File: src/rtl/pmtb_pkg.sv
// package: register map, field positions and reset values of the master time bases
package pmtb_pkg;
    // register offsets (word index on the plain register port)
    localparam logic [3:0] PTB_CTRL_OFS  = 4'h0;
    localparam logic [3:0] PTB_DIV_OFS   = 4'h1;
    localparam logic [3:0] PTB_PER_OFS   = 4'h2;
    localparam logic [3:0] PTB_CMP_OFS   = 4'h3;
    localparam logic [3:0] STB_CTRL_OFS  = 4'h4;
    localparam logic [3:0] STB_DIV_OFS   = 4'h5;
    localparam logic [3:0] STB_PER_OFS   = 4'h6;
    localparam logic [3:0] STB_CMP_OFS   = 4'h7;
    localparam logic [3:0] CHOP_OFS      = 4'h8;
    localparam logic [3:0] PCNT_OFS      = 4'h9;
    localparam logic [3:0] SCNT_OFS      = 4'hA;
    // control register fields
    localparam int MOD_ON_BIT   = 15;
    localparam int PEND_BIT     = 12;
    localparam int IRQ_ON_BIT   = 11;
    localparam int UPD_NOW_BIT  = 10;
    localparam int POL_BIT      = 9;
    localparam int SOUT_BIT     = 8;
    localparam int XSYNC_BIT    = 7;
    localparam int SRC_LSB      = 4;
    localparam int PS_LSB       = 0;
    localparam int CHOP_ON_BIT  = 15;
    localparam int CHOP_DIV_LSB = 3;
    // writable masks and reset values
    localparam logic [15:0] PCTRL_MASK = 16'hAFFF;
    localparam logic [15:0] SCTRL_MASK = 16'h0FFF;
    localparam logic [15:0] CMP_MASK   = 16'hFFF8;
    localparam logic [15:0] CHOP_MASK  = 16'h83F8;
    localparam logic [15:0] PER_RESET  = 16'hFFF8;
    localparam logic [2:0]  DIV_RESET  = 3'h0;
    localparam logic [2:0]  DIV_MAX    = 3'h6;
    localparam logic [2:0]  SRC_MAX    = 3'h3;
endpackage : pmtb_pkg

File: src/rtl/pmtb_core.sv
// master time bases: prescalers, period counters, event triggers, sync and chop clock
module pmtb_core (
    input  wire logic        sys_clk,
    input  wire logic        arst_n,
    input  wire logic [3:0]  reg_addr,
    input  wire logic [15:0] reg_wdata,
    input  wire logic        reg_wr,
    input  wire logic        reg_rd,
    output logic      [15:0] reg_rdata,
    input  wire logic [3:0]  sync_input_n,
    output logic             primary_sync_out,
    output logic             secondary_sync_out,
    output logic             primary_trigger,
    output logic             secondary_trigger,
    output logic             secondary_irq,
    output logic             chop_clk,
    output logic      [15:0] primary_master_counter,
    output logic      [15:0] secondary_master_counter
);
    typedef struct packed {
        logic [15:0] ctrl;
        logic [2:0]  div;
        logic [15:0] per_buf;
        logic [15:0] per_act;
        logic [15:0] cmp;
        logic [5:0]  pre;
        logic [15:0] cnt;
        logic [3:0]  post;
        logic        trig;
        logic        sout;
        logic [1:0]  sedge;
    } pmtb_tb_t;

    typedef struct packed {
        pmtb_tb_t [1:0] tb;
        logic [15:0]    chop;
        logic [3:0]     sync_m;
        logic [3:0]     sync_s;
        logic [9:0]     chop_cnt;
        logic           chop_clk;
        logic           pend;
        logic [15:0]    rdata;
    } pmtb_state_t;

    pmtb_state_t st;
    pmtb_state_t next_st;

    // ticks of each prescaler: divide by 2**code, reserved code never ticks
    logic [1:0] tick;
    logic [1:0] match;
    logic [1:0] wrap;
    logic [1:0] sync_hit;

    genvar g;
    generate
        for (g = 0; g < 2; g++) begin : gen_tb
            logic [5:0] lim;
            logic       pol;
            logic       sel_lvl;
            assign lim = 6'((7'd1 << st.tb[g].div) - 7'd1);
            assign tick[g] = st.tb[0].ctrl[pmtb_pkg::MOD_ON_BIT]
                             && (st.tb[g].div <= pmtb_pkg::DIV_MAX)
                             && (st.tb[g].pre == lim);
            assign match[g] = tick[g] && (st.tb[g].cnt == st.tb[g].cmp);
            assign wrap[g] = tick[g] && (st.tb[g].cnt >= st.tb[g].per_act);
            assign pol = st.tb[g].ctrl[pmtb_pkg::POL_BIT];
            // source code above 3 is reserved and selects nothing
            assign sel_lvl = (st.tb[g].ctrl[pmtb_pkg::SRC_LSB +: 3] <= pmtb_pkg::SRC_MAX)
                ? st.sync_s[st.tb[g].ctrl[pmtb_pkg::SRC_LSB +: 2]] ^ pol : 1'b0;
            assign sync_hit[g] = st.tb[g].ctrl[pmtb_pkg::XSYNC_BIT]
                                 && (st.tb[g].sedge == 2'b01);
        end
    endgenerate

    // sync edge detector input, kept in state per time base
    logic [1:0] sel_now;
    assign sel_now[0] = gen_tb[0].sel_lvl;
    assign sel_now[1] = gen_tb[1].sel_lvl;

    // last count of a half period, 8*(div+1) ticks: ten bits so every divider code fits
    logic [9:0] chop_lim;
    assign chop_lim = {st.chop[pmtb_pkg::CHOP_DIV_LSB +: 7], 3'h7};

    // next-state logic for bus, time bases and chop generator
    always_comb begin
        logic [15:0] rd;
        logic        ev_set;
        rd = 16'h0000;
        ev_set = 1'b0;
        next_st = st;
        next_st.sync_m = sync_input_n;
        next_st.sync_s = st.sync_m;
        for (int i = 0; i < 2; i++) begin
            next_st.tb[i].trig = 1'b0;
            next_st.tb[i].sedge = {st.tb[i].sedge[0], sel_now[i]};
            if (!st.tb[0].ctrl[pmtb_pkg::MOD_ON_BIT]) begin
                next_st.tb[i].pre = 6'h00;
                next_st.tb[i].cnt = 16'h0000;
                next_st.tb[i].post = 4'h0;
            end else if (sync_hit[i]) begin
                next_st.tb[i].pre = 6'h00;
                next_st.tb[i].cnt = 16'h0000;
            end else if (tick[i]) begin
                next_st.tb[i].pre = 6'h00;
                next_st.tb[i].cnt = wrap[i] ? 16'h0000 : st.tb[i].cnt + 16'h0001;
                if (wrap[i]) begin
                    next_st.tb[i].per_act = st.tb[i].per_buf;
                end
            end else begin
                next_st.tb[i].pre = st.tb[i].pre + 6'h01;
            end
            if (match[i]) begin
                // postscaler counts matches, trigger on the last of each group
                if (st.tb[i].post == st.tb[i].ctrl[pmtb_pkg::PS_LSB +: 4]) begin
                    next_st.tb[i].post = 4'h0;
                    next_st.tb[i].trig = 1'b1;
                end else begin
                    next_st.tb[i].post = st.tb[i].post + 4'h1;
                end
            end
            // sync out pulses for one clock at each period wrap; a sync restart alone gives no pulse
            next_st.tb[i].sout = (st.tb[i].ctrl[pmtb_pkg::SOUT_BIT] && wrap[i])
                ^ st.tb[i].ctrl[pmtb_pkg::POL_BIT];
        end
        ev_set = next_st.tb[1].trig;
        // register writes; postscaler and sync fields assumed static while running
        if (reg_wr) begin
            unique case (reg_addr)
                pmtb_pkg::PTB_CTRL_OFS: next_st.tb[0].ctrl = reg_wdata & pmtb_pkg::PCTRL_MASK;
                pmtb_pkg::STB_CTRL_OFS: next_st.tb[1].ctrl = reg_wdata & pmtb_pkg::SCTRL_MASK;
                pmtb_pkg::PTB_DIV_OFS:  next_st.tb[0].div = reg_wdata[2:0];
                pmtb_pkg::STB_DIV_OFS:  next_st.tb[1].div = reg_wdata[2:0];
                pmtb_pkg::PTB_PER_OFS: begin
                    next_st.tb[0].per_buf = reg_wdata;
                    if (st.tb[0].ctrl[pmtb_pkg::UPD_NOW_BIT])
                        next_st.tb[0].per_act = reg_wdata;
                end
                pmtb_pkg::STB_PER_OFS: begin
                    next_st.tb[1].per_buf = reg_wdata;
                    if (st.tb[1].ctrl[pmtb_pkg::UPD_NOW_BIT])
                        next_st.tb[1].per_act = reg_wdata;
                end
                pmtb_pkg::PTB_CMP_OFS: next_st.tb[0].cmp = reg_wdata & pmtb_pkg::CMP_MASK;
                pmtb_pkg::STB_CMP_OFS: next_st.tb[1].cmp = reg_wdata & pmtb_pkg::CMP_MASK;
                pmtb_pkg::CHOP_OFS:    next_st.chop = reg_wdata & pmtb_pkg::CHOP_MASK;
                default: ;
            endcase
        end
        // pending flag: hardware sets on trigger, hardware clears when irq disabled
        if (ev_set)
            next_st.pend = 1'b1;
        else if (!next_st.tb[1].ctrl[pmtb_pkg::IRQ_ON_BIT] || !st.tb[0].ctrl[pmtb_pkg::MOD_ON_BIT])
            next_st.pend = 1'b0;
        // chop: toggle every 8*(div+1) primary ticks, full period 16*(div+1)
        if (!st.chop[pmtb_pkg::CHOP_ON_BIT] || !st.tb[0].ctrl[pmtb_pkg::MOD_ON_BIT]) begin
            next_st.chop_cnt = 10'h000;
            next_st.chop_clk = 1'b0;
        end else if (tick[0]) begin
            if (st.chop_cnt == chop_lim) begin
                next_st.chop_cnt = 10'h000;
                next_st.chop_clk = ~st.chop_clk;
            end else begin
                next_st.chop_cnt = st.chop_cnt + 10'h001;
            end
        end
        // read mux, unmapped addresses read zero
        unique case (reg_addr)
            pmtb_pkg::PTB_CTRL_OFS: rd = st.tb[0].ctrl;
            pmtb_pkg::STB_CTRL_OFS: rd = {st.tb[1].ctrl[15:13], st.pend, st.tb[1].ctrl[11:0]};
            pmtb_pkg::PTB_DIV_OFS:  rd = {13'h0000, st.tb[0].div};
            pmtb_pkg::STB_DIV_OFS:  rd = {13'h0000, st.tb[1].div};
            pmtb_pkg::PTB_PER_OFS:  rd = st.tb[0].per_buf;
            pmtb_pkg::STB_PER_OFS:  rd = st.tb[1].per_buf;
            pmtb_pkg::PTB_CMP_OFS:  rd = st.tb[0].cmp;
            pmtb_pkg::STB_CMP_OFS:  rd = st.tb[1].cmp;
            pmtb_pkg::CHOP_OFS:     rd = st.chop;
            pmtb_pkg::PCNT_OFS:     rd = st.tb[0].cnt;
            pmtb_pkg::SCNT_OFS:     rd = st.tb[1].cnt;
            default:                rd = 16'h0000;
        endcase
        next_st.rdata = reg_rd ? rd : 16'h0000;
    end

    // single state register
    always_ff @(posedge sys_clk or negedge arst_n) begin
        if (!arst_n) begin
            st <= '0;
            st.tb[0].per_buf <= pmtb_pkg::PER_RESET;
            st.tb[0].per_act <= pmtb_pkg::PER_RESET;
            st.tb[1].per_buf <= pmtb_pkg::PER_RESET;
            st.tb[1].per_act <= pmtb_pkg::PER_RESET;
            st.tb[0].div <= pmtb_pkg::DIV_RESET;
            st.tb[1].div <= pmtb_pkg::DIV_RESET;
        end else begin
            st <= next_st;
        end
    end

    assign reg_rdata = st.rdata;
    assign primary_sync_out = st.tb[0].sout;
    assign secondary_sync_out = st.tb[1].sout;
    assign primary_trigger = st.tb[0].trig;
    assign secondary_trigger = st.tb[1].trig;
    assign secondary_irq = st.pend && st.tb[1].ctrl[pmtb_pkg::IRQ_ON_BIT];
    assign chop_clk = st.chop_clk;
    assign primary_master_counter = st.tb[0].cnt;
    assign secondary_master_counter = st.tb[1].cnt;

    // compare registers keep their low three bits at zero
    chk_cmp_low_zero: assert property (
        @(posedge sys_clk) disable iff (!arst_n)
        st.tb[0].cmp[2:0] == 3'h0 && st.tb[1].cmp[2:0] == 3'h0)
        else $error("compare low bits not zero");

    // counter walks zero to period one tick at a time
    chk_cnt_wrap: assert property (
        @(posedge sys_clk) disable iff (!arst_n)
        wrap[0] && !sync_hit[0] |=> primary_master_counter == 16'h0000)
        else $error("primary counter did not restart");
    chk_cnt_step: assert property (
        @(posedge sys_clk) disable iff (!arst_n)
        st.tb[0].ctrl[15] && tick[0] && !wrap[0] && !sync_hit[0]
        |=> primary_master_counter == $past(primary_master_counter) + 16'h0001)
        else $error("primary counter skipped a step");

    // module off freezes both bases at zero and drops pending triggers
    chk_off_idle: assert property (
        @(posedge sys_clk) disable iff (!arst_n)
        !st.tb[0].ctrl[15] |=> secondary_master_counter == 16'h0000)
        else $error("counter moved while disabled");
    chk_off_post: assert property (
        @(posedge sys_clk) disable iff (!arst_n)
        !st.tb[0].ctrl[15] |=> st.tb[0].post == 4'h0 && !primary_trigger)
        else $error("postscaler ran while disabled");

    // divide by two: a tick is never followed by another one
    chk_ptick_gap: assert property (
        @(posedge sys_clk) disable iff (!arst_n)
        tick[0] && st.tb[0].div == 3'h1 |=> !tick[0])
        else $error("divide by two ticked twice in a row");

    // postscalers: only matches move them, the last match of a group fires
    chk_ps_one: assert property (
        @(posedge sys_clk) disable iff (!arst_n)
        match[0] && st.tb[0].ctrl[3:0] == 4'h0 |=> primary_trigger)
        else $error("1:1 postscale missed trigger");
    chk_ptrig_cause: assert property (
        @(posedge sys_clk) disable iff (!arst_n)
        primary_trigger |-> $past(match[0]))
        else $error("primary trigger without match");
    chk_post_hold: assert property (
        @(posedge sys_clk) disable iff (!arst_n)
        st.tb[0].ctrl[15] && !match[0] |=> st.tb[0].post == $past(st.tb[0].post))
        else $error("postscaler moved without a match");
    chk_ps_one_sec: assert property (
        @(posedge sys_clk) disable iff (!arst_n)
        match[1] && st.tb[1].ctrl[3:0] == 4'h0 |=> secondary_trigger)
        else $error("secondary 1:1 postscale missed trigger");
    chk_strig_cause: assert property (
        @(posedge sys_clk) disable iff (!arst_n)
        secondary_trigger |-> $past(match[1]))
        else $error("secondary trigger without match");

    // pending flag, hardware owned, and its interrupt gated by the software enable bit
    chk_pend_set: assert property (
        @(posedge sys_clk) disable iff (!arst_n)
        secondary_trigger |-> st.pend)
        else $error("pending flag not set");
    chk_pend_clear: assert property (
        @(posedge sys_clk) disable iff (!arst_n)
        !st.tb[1].ctrl[11] && !(reg_wr && reg_addr == pmtb_pkg::STB_CTRL_OFS)
        |=> !st.pend || secondary_trigger)
        else $error("pending flag kept while disabled");
    chk_irq_gate: assert property (
        @(posedge sys_clk) disable iff (!arst_n)
        !st.tb[1].ctrl[11] |-> !secondary_irq)
        else $error("irq passed while disabled");
    chk_irq_follow: assert property (
        @(posedge sys_clk) disable iff (!arst_n)
        st.pend && st.tb[1].ctrl[11] |-> secondary_irq)
        else $error("irq missing while pending");

    // active periods: immediate on write, otherwise only at a wrap
    chk_imm_upd: assert property (
        @(posedge sys_clk) disable iff (!arst_n)
        reg_wr && reg_addr == 4'h6 && st.tb[1].ctrl[10] |=> st.tb[1].per_act == $past(reg_wdata))
        else $error("immediate period update missed");
    chk_sper_hold: assert property (
        @(posedge sys_clk) disable iff (!arst_n)
        !st.tb[1].ctrl[10] && !wrap[1] |=> st.tb[1].per_act == $past(st.tb[1].per_act))
        else $error("secondary period changed mid cycle");
    chk_pri_upd_now: assert property (
        @(posedge sys_clk) disable iff (!arst_n)
        reg_wr && reg_addr == pmtb_pkg::PTB_PER_OFS && st.tb[0].ctrl[10]
        |=> st.tb[0].per_act == $past(reg_wdata))
        else $error("primary immediate period update missed");
    chk_pper_hold: assert property (
        @(posedge sys_clk) disable iff (!arst_n)
        !st.tb[0].ctrl[10] && !wrap[0] |=> st.tb[0].per_act == $past(st.tb[0].per_act))
        else $error("primary period changed mid cycle");

    // external sync: restart on edge, ignored when off, reserved source selects nothing
    chk_sync_rst: assert property (
        @(posedge sys_clk) disable iff (!arst_n)
        sync_hit[1] && st.tb[0].ctrl[15] |=> secondary_master_counter == 16'h0000)
        else $error("sync did not restart counter");
    chk_sync_ignored: assert property (
        @(posedge sys_clk) disable iff (!arst_n)
        st.tb[0].ctrl[15] && !st.tb[1].ctrl[7] && !tick[1]
        |=> secondary_master_counter == $past(secondary_master_counter))
        else $error("secondary counter moved without a tick");
    chk_src_reserved: assert property (
        @(posedge sys_clk) disable iff (!arst_n)
        st.tb[1].ctrl[6] |-> !sel_now[1])
        else $error("reserved sync source selected a line");

    // sync outputs: idle at the polarity bit, one inverted clock at wrap
    chk_sout_off: assert property (
        @(posedge sys_clk) disable iff (!arst_n)
        !$past(st.tb[1].ctrl[8]) |-> secondary_sync_out == $past(st.tb[1].ctrl[9]))
        else $error("sync out active while disabled");
    chk_ssout_pulse: assert property (
        @(posedge sys_clk) disable iff (!arst_n)
        st.tb[1].ctrl[8] && wrap[1] |=> secondary_sync_out != $past(st.tb[1].ctrl[9]))
        else $error("secondary sync out missed a wrap");
    chk_psout_pulse: assert property (
        @(posedge sys_clk) disable iff (!arst_n)
        st.tb[0].ctrl[8] && wrap[0] |=> primary_sync_out != $past(st.tb[0].ctrl[9]))
        else $error("primary sync out missed a wrap");

    // chop clock: stopped when off, moves only on primary ticks
    chk_chop_off: assert property (
        @(posedge sys_clk) disable iff (!arst_n)
        !st.chop[15] |=> !chop_clk)
        else $error("chop ran while disabled");
    chk_chop_hold: assert property (
        @(posedge sys_clk) disable iff (!arst_n)
        st.chop[15] && st.tb[0].ctrl[15] && !tick[0] |=> $stable(chop_clk))
        else $error("chop moved without a primary tick");
    chk_chop_toggle: assert property (
        @(posedge sys_clk) disable iff (!arst_n)
        st.chop[15] && st.tb[0].ctrl[15] && tick[0] && st.chop_cnt == chop_lim
        |=> chop_clk != $past(chop_clk))
        else $error("chop missed its half period");
endmodule : pmtb_core

File: config.mk
export PLATFORM = sky130hd
export DESIGN_NAME = pmtb_core
export DESIGN_NICKNAME = d
export VERILOG_FILES = /design/src/rtl/pmtb_pkg.sv /design/src/rtl/pmtb_core.sv
export SDC_FILE = /design/constraint.sdc
export NUM_CORES = 1
export LEC_CHECK = 0
export ABC_CLOCK_PERIOD_IN_PS = 3100
export BUFFER_PORTS_ARGS = -buffer_cell sky130_fd_sc_hd__buf_2
export CORE_MARGIN = 2
export CORE_UTILIZATION = 35
export CTS_CLUSTER_SIZE = 30
export DETAILED_ROUTE_END_ITERATION = 16
export HOLD_SLACK_MARGIN = 0.15
export PLACE_DENSITY = 0.49
export SLEW_MARGIN = 0
export SYNTH_ARGS = -nofsm -noshare
export SYNTH_HDL_FRONTEND = slang
export SYNTH_SLANG_ARGS = --single-unit
File: constraint.sdc
create_clock -name sys_clk -period 3.1 [get_ports sys_clk]
set_clock_uncertainty 0.2 [all_clocks]
set_input_delay 0.155 -clock sys_clk [delete_from_list [all_inputs] [get_ports sys_clk]]
set_output_delay 0.155 -clock sys_clk [all_outputs]
set_load 0.005 [all_outputs]
==> impl_results.md, run 1 <==
- Status: finished clean
- Total GRT Usage: 21.19%
- Post-synth top area share: 34.85%
- Area growth syn-to-layout: 17.01%
- Hold Startpoint: next_st[31]
- Die Wd: 193.0 um
- DR vias/cell: 5.608
- CTS tree: done
- Hold/Removal Path Class: flop to flop
- Netlist cell types: 71
- Power Density: 607.1 nW/um2
- Number of synthesized flops with an enable pin: 0
- R2R Setup Slk: 220 ps
- Post-DRT Antenna Nets: 0
- Critical path startpoint category: flop
- Synth warnings: 0
- Critical Setup Path Class: flop to flop
- Final hold violation count: 0
- Final cell utilization of the core: 41.31%
- Leading area contributor after synthesis: dfrtp_1
- Commonest register cell after synthesis: dfrtp_1
- Worst hold stages: 0
- I/O pin count: 82
- Crit path cell chain: inv_1 -> ha_1 -> nand2b_1 -> a2111oi_1 -> buf_4 -> or4_1 -> nand3b_1 -> or4_1 -> a31oi_1
- Post-Synthesis Net Count: 1293
- Largest net degree at the start of global routing: 88
- TritonCTS Sinks: 226
- Most frequent cells after synthesis: dfrtp_1 (174), mux2_2 (97), nor2_1 (73)
- Rel. slew slack: 19.95%
- Vias in the first global route: 9693
- RePlAce Congestion: 0.8426
- Fin. max-slew vios: 0
- Synth top area cells: dfrtp_1 (35%), dfstp_2 (11%), mux2_2 (8.7%)
- Critical-path top delay cell: or4_1
- Die H: 193.0 um
- Residual DRC: 0
- Setup TNS Final: 0 ps
- H-tree levels: 1
- Core area: 35400 um2
- Mapped cell area: 12500 um2
- Grt total ovfl: 0
- First-pass GRT wire length: 60100 um
- Layout cell share with drive strength beyond 1: 26.91%
- Via count: 10.07k
- Post-CTS Repair Setup Buffers: 0
- Post-layout net count: 1383
- Worst Hold Path EP: st[31]
- Clk slew on worst S/H paths: 60 ps
- Drt total wl: 39070 um
- FP Rows: 69
- IO buf count: 81
- Async set-reset flop share out of synthesis: 100.0%
- Critical path capture point type: flop
- N_diodes: 0
- Worst Max-Slew Pin Slew: 1195 ps
- Total CTS buffers: 27
- Worst path most repeated cell: or4_1
- RR Endpoint: primary_master_counter[9]
- Final WS setup: 224.8 ps
- Full die area: 37230 um2
- Most common cell in the synthesized netlist: dfrtp_1
- Fin crit period: 2875 ps
- R2R cell count: 9
- Initial drt markers: 641
- Hpwl dp: 28300 um
- Dpl ws: 37.81 ps
- RSZ-0062 raised after global routing: false
- Initial antenna violation count: 0
- Clock Path Buffers: 3
- Synth Area per Inst: 10.21 um2
- RR Startpoint: primary_master_counter[0]
- Critical Path Fanout Max: 6
- Initial cell density of the core: 35.30%
- Final setup fails: 0
- P_leak: 6.415 nW
- Sequential-to-total area share from yosys stat: 45.78%
- Root buf cell: clkbuf_16
- CP required: 3350 ps
- Fmax: 347.8 MHz
- WHS: 152.5 ps
- Cell count after synthesis: 1224
- Arrival time worst endpoint: 3120 ps
- Routed len/inst: 21.77 um
- Max_cap viols: 0
- #FFs+latches synth: 226
- Clk_lat worst skew: 540 ps
- Fin crit share: 92.75%
- TritonRoute pass-1 iters: 7
- Max incr delay on CP: 520 ps
- Peak VDD IR: 0.3678 mV
-- state kept, by name, indices dropped and copies added (netlist names) --
name	flops
st	158
primary_master_counter	16
reg_rdata	16
secondary_master_counter	16
chop_lim	7
next_st	6
gen_tb.pol	2
chop_clk	1
primary_sync_out	1
primary_trigger	1
secondary_sync_out	1
secondary_trigger	1
-- kinds of logic after synthesis --
| family | Yosys count | share of synthesized area, % |
|---|---|---|
| multiplexers | 108 | 9.853 |
| adder cells (fa/ha/maj) | 41 | 4.105 |
| flip-flops | 226 | 45.78 |
| AND/OR/NAND/NOR | 332 | 13.63 |
| buffers and inverters | 170 | 6.849 |
| AO/OA/AOI/OAI | 292 | 15.93 |
| XOR/XNOR | 55 | 3.855 |
-- layer usage --
metal	part of all wire [%]	up-vias	GRT usage, %
met5	0	-	0
met4	2.5	0	5.216
met3	4.4	48	2.950
met2	46	259	34.15
met1	47	5092	30.10
li1	-	4667	-
-- timing repair --
item,4_1_cts,5_1_grt
hold endpoints to repair,356,0
hold buffers,33,0
resized for setup,0,2
setup endpoints to repair,0,8
-- cells in the final DEF (no fill, tap or decap), drive strengths merged, types with 46 or more instances in the layout --
master | netlist | final
a22oi | 46 | 46
a31oi | 48 | 48
buf | 78 | 149
dfrtp | 174 | 174
dfstp | 52 | 52
inv | 50 | 50
mux2 | 100 | 100
nand2 | 67 | 67
nand3 | 66 | 66
nor2 | 73 | 73
o21ai | 62 | 62
-- metrics by stage --
| step | instance area, um2 | total power, mW | cells |
|---|---|---|---|
| 2_1_floorplan | 12500 | 4.903 | 1224 |
| 3_3_place_gp | 13360 | 5.531 | 1713 |
| 3_5_place_dp | 13360 | 5.561 | 1713 |
| 4_1_cts | 14620 | 8.964 | 1795 |
| 5_1_grt | 14620 | 9.303 | 1795 |
| 6_report | 14620 | 8.877 | 1795 |
-- where the power goes --
| group | internal, mW | leakage (nW) | switching (mW) |
|---|---|---|---|
| logic | 0.697 | 3.17 | 0.867 |
| clock network | 2.05 | 0.450 | 1.27 |
| registers | 3.51 | 2.79 | 0.481 |
-- area by class of cell --
cell class              count  area (um2)
fillers                  3502       20770
multi-input cells         828        5943
flip-flops and latches    226        5720
repair buffers            181        1271
clock buffers              40       774.5
well taps                 461       576.8
inverters                  50       187.7
clock inverters             9       147.6
-- worst max-delay path by stage --
stage,cells after the start,startpoint,slack [ps],endpoint
global route,10,secondary_master_counter[0],4,secondary_master_counter[12]
detailed placement,9,primary_master_counter[0],40,primary_master_counter[9]
global placement,9,primary_master_counter[0],8,primary_master_counter[10]
finish,9,primary_master_counter[0],220,primary_master_counter[9]
floorplan,10,st[111],460,primary_master_counter[14]
CTS,9,primary_master_counter[0],30,primary_master_counter[9]
-- worst max-delay path: cells and delay by family, from the launching register on --
kind            cells  cell delay [ps]
compound gates      2              710
fa+ha+maj           1              230
buf+inv             2              290
flops               1              370
simple gates        4              970
No activity file was read; power rests on OpenSTA's default activity.
==> run 2: changes to the inputs <==
--- a/config.mk
+++ b/config.mk
@@ -9,8 +9,10 @@
 export BUFFER_PORTS_ARGS = -buffer_cell sky130_fd_sc_hd__buf_2
 export CORE_MARGIN = 2
 export CORE_UTILIZATION = 35
+export CTS_CLUSTER_DIAMETER = 150
 export CTS_CLUSTER_SIZE = 30
 export DETAILED_ROUTE_END_ITERATION = 16
+export GPL_TIMING_DRIVEN = 0
 export HOLD_SLACK_MARGIN = 0.15
 export PLACE_DENSITY = 0.49
 export SLEW_MARGIN = 0
==> impl_results.md, run 2 (same netlist as run 1, synthesis figures left out) <==
- Status: finished clean
- Total CTS buffers: 11
- Initial cell density of the core: 35.30%
- Hold/Removal Path Class: flop to flop
- Critical-path top delay cell: or4_1
- Hpwl dp: 30000 um
- Drt total wl: 40340 um
- Max FFs per register: 158
- Most flops, register: st
- P_leak: 6.152 nW
- Final WS setup: 70.22 ps
- Clk_lat worst skew: 490 ps
- RSZ-0062 raised after global routing: true
- Root buf cell: clkbuf_16
- PnR Total Power: 7.287 mW
- Via count: 10.17k
- IO buf count: 74
- Most frequent cells in the layout: dfrtp_1 (165), mux2_2 (97), buf_2 (86), nor2_1 (73), nand2_1 (67)
- Rel. slew slack: 13.89%
- Total GRT Usage: 21.83%
- Post-DRT Antenna Nets: 0
- Fmax: 330.1 MHz
- Core area: 35400 um2
- Critical Path Fanout Max: 10
- Peak VDD IR: 0.3212 mV
- Fin. max-slew vios: 0
- Final hold violation count: 0
- I/O pin count: 82
- Full die area: 37230 um2
- Final setup fails: 0
- Die H: 193.0 um
- Fin crit period: 3030 ps
- Largest net degree at the start of global routing: 115
- Power Density: 513.4 nW/um2
- Setup TNS Final: 0 ps
- Critical path capture point type: flop
- M1 WL: 18380 um
- Post-layout net count: 1413
- Residual DRC: 0
- First-pass GRT wire length: 61680 um
- Dpl ws: -553.0 ps
- Clk slew on worst S/H paths: 120 ps
- CTS tree: done
- TritonCTS Sinks: 226
- Area growth syn-to-layout: 13.59%
- Fin crit share: 97.73%
- Routed len/inst: 22.30 um
- FP Rows: 69
- Met2 routed WL: 19850 um
- Crit path cell chain: inv_1 -> ha_1 -> and4_1 -> nand2_1 -> or4_1 -> nand3b_1 -> buf_6 -> clkbuf_4 -> nand4_1 -> a31oi_2
- Clock Path Buffers: 3
- Vias in the first global route: 9900
- Met3 WL: 1434 um
- RePlAce Congestion: 0.8634
- Final cell utilization of the core: 40.10%
- Initial antenna violation count: 1
- TritonRoute pass-1 iters: 6
- Max_cap viols: 0
- Most common cell after layout, fill and taps aside: dfrtp_1
- Die Wd: 193.0 um
- N_diodes: 0
- WHS: 162.0 ps
- H-tree levels: 1
- DR vias/cell: 5.620
- Grt total ovfl: 0
- Arrival time worst endpoint: 3240 ps
- CP required: 3310 ps
- Layout cell share with drive strength beyond 1: 25.22%
- Max incr delay on CP: 570 ps
- Worst Max-Slew Pin Slew: 1280 ps
- Critical path startpoint category: flop
- DR top layer: met4
- Critical Setup Path Class: flop to flop
- Initial drt markers: 803
run 2: power breakdown:
part | switching [mW] | total (mW) | internal [mW]
clock | 1.02 | 1.71 | 0.688
combinational | 0.920 | 1.62 | 0.699
sequential | 0.461 | 3.96 | 3.50
total | 2.40 | 7.29 | 4.89
run 2: area by class of cell:
cell class | count | area, um2
sequential | 226 | 5732
clock inverter | 1 | 16.27
timing repair buffer | 107 | 743.2
tap | 461 | 576.8
buffer | 120 | 694.4
inverter | 50 | 187.7
fill | 3553 | 21200
multi-input combinational | 828 | 5949
clock buffer | 16 | 294.0
run 2: repair_timing:
action	in CTS	in global routing
hold endpoints to repair	315	0
gates resized for setup	16	22
setup endpoints to repair	53	37
pin swaps	0	2
setup buffers	0	1
hold buffers	30	0
run 2: stage by stage:
stage	instance area (um2)	cells
after floorplan	12500	1224
final	14190	1809
after global placement	13440	1759
after global routing	14190	1809
after CTS	14150	1808
after detailed placement	13510	1761
run 2: path summary, 6_finish.rpt:
check	from	to	slack, ps	cells past startpoint
setup reg to reg	st[112]	st[109]	70	10
min in group asynchronous	arst_n	secondary_trigger	400	3
max in group asynchronous	arst_n	primary_master_counter[14]	940	5
setup / recovery	st[112]	st[109]	70	10
hold reg to reg	next_st[31]	st[31]	160	0
hold / removal	next_st[31]	st[31]	160	0
run 2: metal layers:
layer,vias up,track usage (%)
met1,5155,30.19
met4,0,4.196
met3,33,1.719
met5,-,0
li1,4731,-
met2,248,37.74
run 2: critical path, delay by kind of cell, from the launching register on:
family / cells / cell delay, ps
flops: 1 / 550
fa+ha+maj: 1 / 300
simple gates: 5 / 1190
buf+inv: 3 / 440
compound gates: 1 / 270
==> run 3: changes to the inputs <==
==> constraint.sdc (replaced) <==
create_clock -name sys_clk -period 3.1 [get_ports sys_clk]
set_clock_uncertainty 0.2 [all_clocks]
set_input_delay 0.31 -clock sys_clk [delete_from_list [all_inputs] [get_ports sys_clk]]
set_output_delay 0.31 -clock sys_clk [all_outputs]
set_load 0.1 [all_outputs]
==> impl_results.md, run 3 (same netlist as run 1, synthesis figures left out) <==
- Core area: 35400 um2
- Clk_lat worst skew: 480 ps
- Arrival time worst endpoint: 3220 ps
- Area growth syn-to-layout: 12.89%
- TritonCTS Sinks: 226
- Fin. max-slew vios: 0
- Final hold violation count: 0
- N_diodes: 0
- Via count: 10.07k
- R2R cell count: 10
- Final setup fails: 0
- Root buf cell: clkbuf_16
- Initial drt markers: 782
- Critical Setup Path Class: flop to flop
- Max FFs per register: 158
- FP Rows: 69
- Sw frac: 34.35%
- Vias in the first global route: 9815
- Fin crit share: 97.37%
- TritonRoute pass-1 iters: 5
- Die Wd: 193.0 um
- Sw Pwr: 2.553 mW
- Critical path startpoint category: flop
- Worst hold stages: 0
- P_leak: 6.119 nW
- RR Startpoint: st[112]
- Full die area: 37230 um2
- Layout cell share with drive strength beyond 1: 25.39%
- Clock power share: 22.9%
- R2R Setup Slk: 80 ps
- Total CTS buffers: 11
- Rel. slew slack: 12.58%
- Routed len/inst: 22.29 um
- CP required: 3310 ps
- Drt total wl: 40120 um
- Number of fill cells: 3555
- Worst Hold Path EP: st[31]
- Most flops, register: st
- Worst Max-Slew Pin Slew: 1299 ps
- Int Power: 4.880 mW
- Post-DRT Antenna Nets: 0
- CTS tree: done
- Status: finished clean
- Logic pwr share: 23.8%
- Fmax: 331.3 MHz
- Hpwl dp: 30000 um
- RePlAce Congestion: 0.8634
- Crit path cell chain: inv_1 -> ha_1 -> and4_1 -> nand2_1 -> or4_1 -> nand3b_1 -> buf_6 -> clkbuf_4 -> nand4_1 -> a31oi_2
- Max_cap viols: 0
- Hold Startpoint: next_st[31]
- Hold/Removal Path Class: flop to flop
- Total GRT Usage: 21.77%
- Critical path capture point type: flop
- Initial antenna violation count: 1
- First-pass GRT wire length: 61490 um
- Power Density: 527.0 nW/um2
- IO buf count: 74
- DR vias/cell: 5.594
- Clock Path Buffers: 3
- Critical Path Fanout Max: 10
- Clk slew on worst S/H paths: 120 ps
- Initial cell density of the core: 35.30%
- Largest net degree at the start of global routing: 115
- Fin crit period: 3018 ps
- Sequential power share: 53.3%
- Most common cell after layout, fill and taps aside: dfrtp_1
- Peak VDD IR: 0.3158 mV
- Final cell utilization of the core: 39.85%
- RR Endpoint: st[109]
- Die H: 193.0 um
- WHS: 162.0 ps
- Max incr delay on CP: 570 ps
- Critical-path top delay cell: or4_1
- I/O pin count: 82
- Post-layout net count: 1404
- Residual DRC: 0
- Most frequent cells in the layout: dfrtp_1 (165), mux2_2 (97), buf_2 (85), nor2_1 (73), nand2_1 (67)
- Grt total ovfl: 0
- H-tree levels: 1
## run 3: changes by cell type in the layout (fill, tap and decap cells not counted), sizes merged
| cell | before | now |
|---|---|---|
| clkbuf | 59 | 60 |
| buf | 154 | 153 |
| dlygate4sd3 | 30 | 21 |
## run 3: per-layer routing
layer / GRT usage, % / part of all wire [%] / vias to the layer above
met3: 1.701 / 3.2 / 33
met5: 0 / 0 / -
li1: - / - / 4708
met2: 37.72 / 49 / 231
met4: 3.846 / 1.6 / 0
met1: 30.18 / 46 / 5098
## run 3: critical path, delay by kind of cell, from the launching register on
family	cells	cell delay (ps)
simple gates	5	1190
compound gates	1	260
buf+inv	3	440
fa+ha+maj	1	300
flops	1	550
## run 3: timing repair
item | CTS | global route
setup buffers | 0 | 1
resized for setup | 16 | 23
setup endpoints to repair | 53 | 37
hold endpoints to repair | 194 | 0
pin swaps | 0 | 2
hold buffers | 21 | 0
## run 3: worst max path at each step
stage,startpoint,to,slack [ps],cells after the start
2_1_floorplan,st[111],primary_master_counter[14],460,10
3_3_place_gp,arst_n,primary_master_counter[13],-2680,1
3_5_place_dp,primary_master_counter[0],st[109],-550,10
4_1_cts,secondary_master_counter[9],st[210],10,9
5_1_grt,st[112],st[109],-9,10
6_report,st[112],st[109],80,10
## run 3: layout make-up
class	count	area, um2	area share, %
tap	461	576.8	4.089
sequential	226	5732	40.63
inverter	50	187.7	1.330
multi-input combinational	828	5949	42.18
clock buffer	16	294.0	2.084
timing repair buffer	98	653.1	4.630
clock inverter	1	16.27	0.1153
buffer	120	696.9	4.941
## run 3: power groups by stage
stage | logic (mW) | clock network, mW | registers, mW
2_1_floorplan | 1.22 | 0 | 3.85
3_3_place_gp | 1.70 | 0 | 4.01
3_5_place_dp | 1.73 | 0 | 4.01
4_1_cts | 1.77 | 1.75 | 3.95
5_1_grt | 1.95 | 1.86 | 4.02
6_report | 1.77 | 1.70 | 3.96
## run 3: per-stage QoR
stage	setup TNS (ps)	cells	worst slack, ps	cell area (um2)	total power, mW
6_report	0	1800	81.64	14110	7.434
4_1_cts	0	1799	11.75	14060	7.478
5_1_grt	-9.113	1800	-9.113	14110	7.826
3_3_place_gp	-540430	1759	-2677	13440	5.707
2_1_floorplan	0	1224	461.4	12500	5.067
3_5_place_dp	-13670	1761	-553.0	13510	5.742
